File: config.mk
export PLATFORM = sky130hd
export DESIGN_NAME = adcc_ctrl_one
export DESIGN_NICKNAME = d
export VERILOG_FILES = /design/src/inc/adcc_pkg.sv /design/src/adcc_fifo_mem.sv /design/src/adcc_ctrl_one.sv
export VERILOG_INCLUDE_DIRS = /design/src /design/src/inc
export SDC_FILE = /design/constraint.sdc
export NUM_CORES = 1
export LEC_CHECK = 0
export ABC_CLOCK_PERIOD_IN_PS = 9550
export BUFFER_PORTS_ARGS = -buffer_cell sky130_fd_sc_hd__buf_2
export CAP_MARGIN = 20
export CORE_MARGIN = 4
export CORE_UTILIZATION = 57
export DETAILED_ROUTE_END_ITERATION = 10
export PLACE_DENSITY_LB_ADDON = 0.12
export SETUP_SLACK_MARGIN = 0.3
export SYNTH_ARGS = -nofsm -noshare
export SYNTH_HDL_FRONTEND = slang
export SYNTH_SLANG_ARGS = --single-unit
File: constraint.sdc
create_clock -name clk -period 9.55 [get_ports clk]
set_input_delay 1.91 -clock clk [delete_from_list [all_inputs] [get_ports clk]]
set_output_delay 1.91 -clock clk [all_outputs]
set_load 0.05 [all_outputs]
File: src/inc/adcc_map.svh
/*
  Constant map of the second control word of the converter: bit positions,
  reset values, threshold table and timing counts.
  Assumes inclusion by bare name from the package and the design files.
*/
`ifndef ADCC_MAP_SVH
`define ADCC_MAP_SVH

// ----------------------------------------------------------------
// Word select and bit positions
// ----------------------------------------------------------------
`define ADCC_SEL_HI 11
`define ADCC_SEL_LO 10
`define ADCC_SEL_CODE 2'h1
`define ADCC_BIT_DEVRST 0
`define ADCC_BIT_FIFOCLR 1
`define ADCC_BIT_THR_LO 2
`define ADCC_BIT_THR_HI 3
`define ADCC_BIT_TYPE 4
`define ADCC_BIT_POL 5
`define ADCC_BIT_RW 6
`define ADCC_BIT_FMT 7
`define ADCC_BIT_OFS 8
`define ADCC_BIT_RSV 9

// ----------------------------------------------------------------
// Reset values
// ----------------------------------------------------------------
`define ADCC_RST_THR 2'h0
`define ADCC_RST_TYPE 1'h1
`define ADCC_RST_POL 1'h1
`define ADCC_RST_RW 1'h0
`define ADCC_RST_FMT 1'h0

// ----------------------------------------------------------------
// Threshold table, one channel then two channels
// ----------------------------------------------------------------
`define ADCC_THR1_0 5'h01
`define ADCC_THR1_1 5'h04
`define ADCC_THR1_2 5'h08
`define ADCC_THR1_3 5'h0E
`define ADCC_THR2_0 5'h02
`define ADCC_THR2_1 5'h04
`define ADCC_THR2_2 5'h08
`define ADCC_THR2_3 5'h0C

// ----------------------------------------------------------------
// Timing and sizes
// ----------------------------------------------------------------
`define ADCC_HOLDOFF_CYCLES 3'h5
`define ADCC_FIFO_DEPTH 16
`define ADCC_SAMPLE_W 10

`endif

File: src/inc/adcc_pkg.sv
/*
  Types of the second control word block: control fields, pin group and
  trigger states.
  Assumes the constant map header is on the include path.
*/
`include "adcc_map.svh"

package adcc_pkg;

  // ----------------------------------------------------------------
  // Stored control fields
  // ----------------------------------------------------------------
  typedef struct packed {
    logic [1:0] thresholdSel;
    logic pulseType;
    logic polarityHigh;
    logic combinedRw;
    logic resultFormatSel;
  } adcc_ctrl_t;

  // Host strobe pins and conversion clock, as one group
  typedef struct packed {
    logic cs0N;
    logic cs1;
    logic rdN;
    logic wrN;
    logic convClk;
  } adcc_pins_t;

  // Trigger sequencing
  typedef enum logic [1:0] {
    TRG_WAIT,
    TRG_ACTIVE,
    TRG_DRAIN
  } adcc_trig_t;

endpackage

File: src/adcc_fifo_mem.sv
/*
  Sample store of the FIFO: simple dual port array with registered read.
  Assumes pointers and fill are kept by the instantiating module.
*/
`timescale 1ns/1ns

module adcc_fifo_mem #(
  parameter int WIDTH = 10,
  parameter int DEPTH = 16,
  parameter int AW = 4
) (
  input wire logic clk,
  input wire logic rst,
  input wire logic wrEn,
  input wire logic [AW-1:0] wrAddr,
  input wire logic [WIDTH-1:0] wrData,
  input wire logic [AW-1:0] rdAddr,
  output logic [WIDTH-1:0] rdData
);

  logic [WIDTH-1:0] mem [DEPTH];

  // Array write
  always_ff @(posedge clk) begin
    if (wrEn) begin
      mem[wrAddr] <= wrData;
    end
  end

  // Registered read port
  always_ff @(posedge clk or posedge rst) begin
    if (rst) begin
      rdData <= '0;
    end else begin
      rdData <= mem[rdAddr];
    end
  end

endmodule

File: src/adcc_ctrl_one.sv
/*
  Second control word of the dual input converter: host strobe decode,
  device and FIFO clear commands, offset calibration, sample buffering,
  FIFO with trigger threshold and the samples-ready output.
  Assumes host pins are asynchronous and synchronised here, and that the
  conversion pipeline and control word zero logic run on clk.
*/
`timescale 1ns/1ns
`include "adcc_map.svh"

module adcc_ctrl_one
  import adcc_pkg::*;
#(
  parameter int SW = `ADCC_SAMPLE_W,
  parameter int DEPTH = `ADCC_FIFO_DEPTH,
  parameter int AW = 4
) (
  input wire logic clk,
  input wire logic rst,
  input wire logic cs0N,
  input wire logic cs1,
  input wire logic rdN,
  input wire logic wrN,
  input wire logic [11:0] busIn,
  output logic [SW-1:0] busOut,
  output logic busOe,
  input wire logic conversionClockIn,
  input wire logic twoChannels,
  input wire logic [SW-1:0] convSample,
  input wire logic convValid,
  output logic convReady,
  output logic offsetZeroReq,
  output logic devResetPulse,
  output logic samplesReadyOut
);

  // ----------------------------------------------------------------
  // Pin synchronisers
  // ----------------------------------------------------------------
  adcc_pins_t pinsMeta, pinsSync;
  logic [11:0] busMeta, busSync;
  logic convClkD;
  logic readActD, writeActD;

  // Two stages for every asynchronous pin
  always_ff @(posedge clk or posedge rst) begin
    if (rst) begin
      pinsMeta <= '{cs0N: 1'b1, cs1: 1'b0, rdN: 1'b1, wrN: 1'b1, convClk: 1'b0};
      pinsSync <= '{cs0N: 1'b1, cs1: 1'b0, rdN: 1'b1, wrN: 1'b1, convClk: 1'b0};
      busMeta <= 12'h000;
      busSync <= 12'h000;
    end else begin
      pinsMeta <= '{cs0N: cs0N, cs1: cs1, rdN: rdN, wrN: wrN, convClk: conversionClockIn};
      pinsSync <= pinsMeta;
      busMeta <= busIn;
      busSync <= busMeta;
    end
  end

  // ----------------------------------------------------------------
  // State
  // ----------------------------------------------------------------
  adcc_ctrl_t ctrl, next_ctrl;
  adcc_trig_t trig, next_trig;
  logic [SW-1:0] offsetVal, next_offsetVal;
  logic calPending, next_calPending;
  logic [2:0] holdCnt, next_holdCnt;
  logic [SW-1:0] buf0, buf1, next_buf0, next_buf1;
  logic [1:0] bufCnt, next_bufCnt;
  logic [AW-1:0] wrPtr, rdPtr, next_wrPtr, next_rdPtr;
  logic [AW:0] fifoCnt, next_fifoCnt;
  logic [AW:0] thresholdCount, readsLeft, next_readsLeft;
  logic readPend, next_readPend;
  logic pulseOn, next_pulseOn, pulseArm, next_pulseArm;
  logic [SW-1:0] next_busOut, memRdData;
  logic next_busOe, next_convReady, next_offsetZeroReq;
  logic next_devResetPulse, next_samplesReadyOut;

  logic chipSel, readAct, writeAct, readStart, writeStart, ctrlWrite;
  logic devRst, fifoClr, convEdge, convRise, push, pop, accept;
  logic [SW-1:0] corrected;

  // ----------------------------------------------------------------
  // Strobe decode
  // ----------------------------------------------------------------
  // Chip selected when both selects valid
  assign chipSel = !pinsSync.cs0N && pinsSync.cs1;
  // Combined mode: write pin high reads, low writes; read pin ignored
  assign readAct = chipSel && (ctrl.combinedRw ? pinsSync.wrN
                   : (!pinsSync.rdN && pinsSync.wrN));
  assign writeAct = chipSel && (ctrl.combinedRw ? !pinsSync.wrN
                    : (!pinsSync.wrN && pinsSync.rdN));
  assign readStart = readAct && !readActD;
  assign writeStart = writeAct && !writeActD;
  // Only the 01 word select reaches this word
  assign ctrlWrite = writeStart
                     && busSync[`ADCC_SEL_HI:`ADCC_SEL_LO] == `ADCC_SEL_CODE;
  // Commands act only when written as one
  assign devRst = ctrlWrite && busSync[`ADCC_BIT_DEVRST];
  assign fifoClr = ctrlWrite && busSync[`ADCC_BIT_FIFOCLR];
  assign convEdge = pinsSync.convClk != convClkD;
  assign convRise = pinsSync.convClk && !convClkD;

  // ----------------------------------------------------------------
  // Datapath terms
  // ----------------------------------------------------------------
  // Offset removal, clamped at zero on the binary scale
  assign corrected = (convSample > offsetVal) ? convSample - offsetVal : '0;
  assign accept = convValid && convReady;
  assign push = bufCnt != 2'h0 && fifoCnt != (AW+1)'(DEPTH);
  assign pop = readStart && fifoCnt != '0;

  // Threshold by channel count; a differential pair is one channel
  always_comb begin
    thresholdCount = `ADCC_THR1_0;
    if (twoChannels) begin
      unique case (ctrl.thresholdSel)
        2'h0: thresholdCount = `ADCC_THR2_0;
        2'h1: thresholdCount = `ADCC_THR2_1;
        2'h2: thresholdCount = `ADCC_THR2_2;
        2'h3: thresholdCount = `ADCC_THR2_3;
      endcase
    end else begin
      unique case (ctrl.thresholdSel)
        2'h0: thresholdCount = `ADCC_THR1_0;
        2'h1: thresholdCount = `ADCC_THR1_1;
        2'h2: thresholdCount = `ADCC_THR1_2;
        2'h3: thresholdCount = `ADCC_THR1_3;
      endcase
    end
  end

  // ----------------------------------------------------------------
  // Next state
  // ----------------------------------------------------------------
  always_comb begin
    next_ctrl = ctrl;
    next_trig = trig;
    next_offsetVal = offsetVal;
    next_calPending = calPending;
    next_holdCnt = holdCnt;
    next_buf0 = buf0;
    next_buf1 = buf1;
    next_bufCnt = bufCnt;
    next_wrPtr = wrPtr;
    next_rdPtr = rdPtr;
    next_fifoCnt = fifoCnt;
    next_readsLeft = readsLeft;
    next_readPend = pop;
    next_pulseOn = pulseOn;
    next_pulseArm = pulseArm;
    next_busOut = busOut;
    next_devResetPulse = devRst;

    // Field updates; read-backs never return this word
    if (ctrlWrite) begin
      next_ctrl.thresholdSel = busSync[`ADCC_BIT_THR_HI:`ADCC_BIT_THR_LO];
      next_ctrl.pulseType = busSync[`ADCC_BIT_TYPE];
      next_ctrl.polarityHigh = busSync[`ADCC_BIT_POL];
      next_ctrl.combinedRw = busSync[`ADCC_BIT_RW];
      next_ctrl.resultFormatSel = busSync[`ADCC_BIT_FMT];
      if (busSync[`ADCC_BIT_OFS]) begin
        next_calPending = 1'b1;
      end
    end

    // Start-up holdoff counted in conversion clock periods
    if (convRise && holdCnt != `ADCC_HOLDOFF_CYCLES) begin
      next_holdCnt = holdCnt + 3'h1;
    end

    // Two-entry buffer: fill from pipeline, drain into FIFO
    if (push) begin
      next_buf0 = buf1;
    end
    next_bufCnt = bufCnt - {1'b0, push};
    if (accept && holdCnt == `ADCC_HOLDOFF_CYCLES) begin
      if (calPending) begin
        next_offsetVal = convSample;
        next_calPending = ctrlWrite && busSync[`ADCC_BIT_OFS]; // New request wins
      end else begin
        if (next_bufCnt == 2'h0) begin
          next_buf0 = corrected;
        end else begin
          next_buf1 = corrected;
        end
        next_bufCnt = next_bufCnt + 2'h1;
      end
    end

    // FIFO pointers
    if (push) begin
      next_wrPtr = wrPtr + AW'(1);
    end
    if (pop) begin
      next_rdPtr = rdPtr + AW'(1);
    end
    next_fifoCnt = fifoCnt + {{AW{1'b0}}, push} - {{AW{1'b0}}, pop};

    // Output word formatted one cycle after the pop
    if (readPend) begin
      next_busOut = ctrl.resultFormatSel ? memRdData
                    : {~memRdData[SW-1], memRdData[SW-2:0]};
    end

    // Trigger sequencing, rearmed after the threshold count of reads
    unique case (trig)
      TRG_WAIT: begin
        if (fifoCnt >= thresholdCount) begin
          next_trig = TRG_ACTIVE;
          next_readsLeft = thresholdCount;
          next_pulseArm = ctrl.pulseType;
        end
      end
      TRG_ACTIVE, TRG_DRAIN: begin
        if (pop) begin
          next_readsLeft = readsLeft - (AW+1)'(1);
          next_trig = (readsLeft == (AW+1)'(1)) ? TRG_WAIT : TRG_DRAIN;
        end
      end
    endcase
    // Armed pulse rises on one conversion clock transition, falls on the next
    if (convEdge) begin
      next_pulseOn = pulseArm;
      next_pulseArm = next_pulseArm && !pulseArm;
    end

    // FIFO clear touches only the FIFO, the two-entry buffer and the trigger
    if (fifoClr || devRst) begin
      next_wrPtr = '0;
      next_rdPtr = '0;
      next_fifoCnt = '0;
      next_bufCnt = 2'h0;
      next_trig = TRG_WAIT;
      next_readsLeft = '0;
      next_pulseOn = 1'b0;
      next_pulseArm = 1'b0;
    end

    // Device reset restores fields, offset and start-up delay
    if (devRst) begin
      next_ctrl = '{thresholdSel: `ADCC_RST_THR, pulseType: `ADCC_RST_TYPE,
                    polarityHigh: `ADCC_RST_POL, combinedRw: `ADCC_RST_RW,
                    resultFormatSel: `ADCC_RST_FMT};
      next_offsetVal = '0;
      next_calPending = 1'b0;
      next_holdCnt = 3'h0;
    end

    // Registered outputs
    next_busOe = readAct;
    next_convReady = next_bufCnt != 2'h2;
    next_offsetZeroReq = next_calPending;
    // Level follows the active state, pulse follows its timer
    next_samplesReadyOut = (next_ctrl.pulseType ? next_pulseOn
                            : next_trig == TRG_ACTIVE) ~^ next_ctrl.polarityHigh;
  end

  // ----------------------------------------------------------------
  // Registers
  // ----------------------------------------------------------------
  always_ff @(posedge clk or posedge rst) begin
    if (rst) begin
      ctrl <= '{thresholdSel: `ADCC_RST_THR, pulseType: `ADCC_RST_TYPE,
                polarityHigh: `ADCC_RST_POL, combinedRw: `ADCC_RST_RW,
                resultFormatSel: `ADCC_RST_FMT};
      trig <= TRG_WAIT;
      offsetVal <= '0;
      calPending <= 1'b0;
      holdCnt <= 3'h0;
      buf0 <= '0;
      buf1 <= '0;
      bufCnt <= 2'h0;
      wrPtr <= '0;
      rdPtr <= '0;
      fifoCnt <= '0;
      readsLeft <= '0;
      readPend <= 1'b0;
      pulseOn <= 1'b0;
      pulseArm <= 1'b0;
      convClkD <= 1'b0;
      readActD <= 1'b0;
      writeActD <= 1'b0;
      busOut <= '0;
      busOe <= 1'b0;
      convReady <= 1'b1;
      offsetZeroReq <= 1'b0;
      devResetPulse <= 1'b0;
      samplesReadyOut <= 1'b0;
    end else begin
      ctrl <= next_ctrl;
      trig <= next_trig;
      offsetVal <= next_offsetVal;
      calPending <= next_calPending;
      holdCnt <= next_holdCnt;
      buf0 <= next_buf0;
      buf1 <= next_buf1;
      bufCnt <= next_bufCnt;
      wrPtr <= next_wrPtr;
      rdPtr <= next_rdPtr;
      fifoCnt <= next_fifoCnt;
      readsLeft <= next_readsLeft;
      readPend <= next_readPend;
      pulseOn <= next_pulseOn;
      pulseArm <= next_pulseArm;
      convClkD <= pinsSync.convClk;
      readActD <= readAct;
      writeActD <= writeAct;
      busOut <= next_busOut;
      busOe <= next_busOe;
      convReady <= next_convReady;
      offsetZeroReq <= next_offsetZeroReq;
      devResetPulse <= next_devResetPulse;
      samplesReadyOut <= next_samplesReadyOut;
    end
  end

  // ----------------------------------------------------------------
  // Sample store
  // ----------------------------------------------------------------
  adcc_fifo_mem #(
    .WIDTH(SW),
    .DEPTH(DEPTH),
    .AW(AW)
  ) u_mem (
    .clk(clk),
    .rst(rst),
    .wrEn(push),
    .wrAddr(wrPtr),
    .wrData(buf0),
    .rdAddr(rdPtr),
    .rdData(memRdData)
  );

endmodule

==> results.txt <==
Top Ports - 46
global-route wire length before repair - 33700 um
final worst-path cycle share - 39.4%
CP Class - flip-flop to flip-flop
H-tree Lvls - 1
R2R Setup Slk - 5780 ps
CP Max Fanout - 16
cell family with most CP delay - buffers and inverters
RSZ-0062 raised after global routing - no
crit path DAT - 4210 ps
Post-CTS Hold Buffers - 0
drt initial violations - 355
#FFs+latches synth - 283
Filler cells - 1372
DRC - 0
max-slew violations - 0
Worst-Margin Slew - 971 ps
fraction of registers with async set/reset - 43.5%
Syn Area/Cell - 16.0 sq um
net switching power - 1350 uW
GPL Wtd Cong - 0.927
post-layout minimum cycle time - 3770 ps
width of the die - 151 um
Clock Latency Late Sink - 520 ps
PD cells - 325 nW/um^2
Worst VDD drop - 0.000167 V
Post-synth EDFFs - 160
nets - 843
worst-path cell chain - inv_1, ha_1, nand4_1, o21ai_1, clkinv_1, ha_1, xnor2_1, ha_1, or3_1, inv_1, nand2_1, o21ai_0
P&R area growth vs syn - 12.3%
Clock power frac - 26.4%
DP HPWL - 13400 um
Total Power - 4230 uW
Setup Viol. Count Final - 0
Syn Nets - 789
TritonCTS clock tree - done
clk buf depth - 3
top-area cell type share of the netlist area - 41.5%
r2r endpoint - buf1[9]$_DFFE_PP0P_
diode count - 0
post_cts resized - 0
GRT Total Usage - 19.0%
Top FF cell, synth - edfxtp_1
hold crit path type - flip-flop to flip-flop
Fin Hold WS - 349 ps
DRT Pass-1 Iters - 5
FF-to-FF Start - fifoCnt[2]$_DFF_PP0_
synthesized area - 11600 sq um
end of the critical path - buf1[9]$_DFFE_PP0P_
Comb power frac - 30.0%
area of the core - 19700 sq um
Synth Instances - 723
CP Launch Point - fifoCnt[2]$_DFF_PP0_
Post-CTS Setup Repair Bufs - 0
CP Launch Type - flip-flop
post-synth cell types - 60
status - complete, no violations
final WL - 20600 um
pre-CTS WS - 5430 ps
CTS Buf Count - 29
ranking of synthesized cells by area - edfxtp_1 41%, dfrtp_1 25%, mux4_2 9.7%
Die Y - 151 um
Starting Density - 58.7%
Hold Path Stages - 0
Pint - 2880 uW
row cnt - 51
WP depth - 12
vias in the first global route - 6313
setup TNS - 0 ps
layout cells sized above 1 - 22.4%
crit-path most repeated cell - ha_1
CP bufs+invs - 3
Congestion Overflow GR - 0
sequential power share - 43.6%
Max Fclk - 0.266 GHz
CP max stage delay - 640 ps
root buffer cell - clkbuf_16
CP required - 9990 ps
Synth Warn # - 0
slowest CP cell - clkinv_1
Reg2Reg Depth - 12
post-route ant nets - 0
Worst-path clk slew - 60 ps
Clock Skews - 4.31 ps
Sink Count - 283
Leakage - 0.00514 uW
switching share of power - 31.9%
full die area - 22700 sq um
Final WS setup - 5780 ps
Port Buffer Count - 44
max_cap viols - 0
DR vias/cell - 5.71
Layout Utilization - 66.0%
max_slew headroom - 35.3%
hold violation count in the final report - 0
sequential area share after synthesis - 68.1%
CP Capture Type - flip-flop
DR vias - 6075
leading area contributor after synthesis - edfxtp_1
initial antenna violation count - 0
largest net degree at the start of global routing - 77
routed len/inst - 19.3 um
[worst reg2reg max path: stages, from the launching register on]
cell and delay, ps:
dfrtp_1 400, inv_1 100, ha_1 190, nand4_1 140, o21ai_1 300, clkinv_1 640, ha_1 430, xnor2_1 150
ha_1 210, or3_1 580, inv_1 270, nand2_1 100, o21ai_0 180
[cell type report]
type	instances	area (sq um)	share of cell area, %
clock buffers	38	811	6.23
clock inverters	15	155	1.19
inverters	39	149	1.14
multi-input cells	377	3430	26.4
flip-flops and latches	283	7900	60.7
well taps	265	332	2.55
repair buffers	47	243	1.87
[power groups by stage]
stage          registers, uW  clock network [uW]  logic, uW
2_1_floorplan           1890                   0        923
3_3_place_gp            1840                   0       1230
3_5_place_dp            1870                   0       1280
4_1_cts                 1850                1140       1290
5_1_grt                 1880                1190       1410
6_report                1850                1120       1270
[registers in the layout, summed over array words and instances, names as in the netlist, 2 cells and up]
register,flops
holdCnt,3
bufCnt,2
trig,2
ctrl,6
busSync,11
u_mem.mem,160
buf1,10
busOut,10
rdPtr,4
pinsSync,5
fifoCnt,5
buf0,10
busMeta,11
wrPtr,4
pinsMeta,5
readsLeft,5
offsetVal,10
u_mem.rdData,10
[layout by cell type (no fill, tap or decap), drive strengths merged, types with 32 or more instances in the layout]
| master | n |
|---|---|
| edfxtp | 160 |
| nand2 | 39 |
| clkbuf | 38 |
| mux4 | 50 |
| o21ai | 32 |
| inv | 39 |
| nor2 | 41 |
| buf | 47 |
| dfrtp | 114 |
| ha | 33 |
[how the worst min path moves through the flow]
stage                                  endpoint                  start
after CTS                 pinsSync[3]$_DFF_PP0_  pinsMeta[3]$_DFF_PP0_
after detailed placement   busSync[8]$_DFF_PP0_   busMeta[8]$_DFF_PP0_
after floorplan            busSync[0]$_DFF_PP0_   busMeta[0]$_DFF_PP0_
final                      busSync[8]$_DFF_PP0_   busMeta[8]$_DFF_PP0_
after global routing      pinsSync[3]$_DFF_PP0_  pinsMeta[3]$_DFF_PP0_
after global placement     busSync[1]$_DFF_PP0_   busMeta[1]$_DFF_PP0_
[cells in the mapped netlist, types with 3 or more instances]
library cell  instances
mux2i_1              20
and3_1                6
buf_4                 4
nand3_1              15
a21oi_1              19
and2_1               15
dfstp_2               9
nor3_1                7
xnor2_1              11
a22oi_1               3
o21a_1                3
mux2_2               13
dfrtp_1             114
ha_1                 33
o21ai_0              29
nand2b_1              4
edfxtp_1            160
nand3b_1              7
buf_2                 7
mux4_2               50
nand4_1               5
nor2_1               41
a211oi_1              3
or3_1                 3
nor2b_1               4
nand2_1              39
clkbuf_1             12
xor2_1                8
inv_1                38
a21o_1                5
[per-stage QoR]
step / area (sq um) / std cells
floorplan: 11600 / 723
global placement: 12000 / 1011
detailed placement: 12000 / 1011
CTS: 13000 / 1064
global route: 13000 / 1064
finish: 13000 / 1064
[per-layer routing]
metal / global-route usage (%) / routed length [um] / vias to the layer above
met4: 4.03 / 283 / 0
met2: 32.3 / 10500 / 133
li1: - / - / 2802
met3: 2.92 / 957 / 28
met5: 0 / 0 / -
met1: 26.4 / 8860 / 3112
[cell families after synthesis]
logic type	Yosys count	synth area share (%)
AOI/OAI and AO/OA	82	4.53
xor gates and xnor gates	19	1.44
adders and majority gates	35	3.91
buffers and inverters	63	2.25
DFF	283	68.1
muxes	83	12.7
and+or+nand+nor	158	7.02
(Power assumes the default switching activity.)
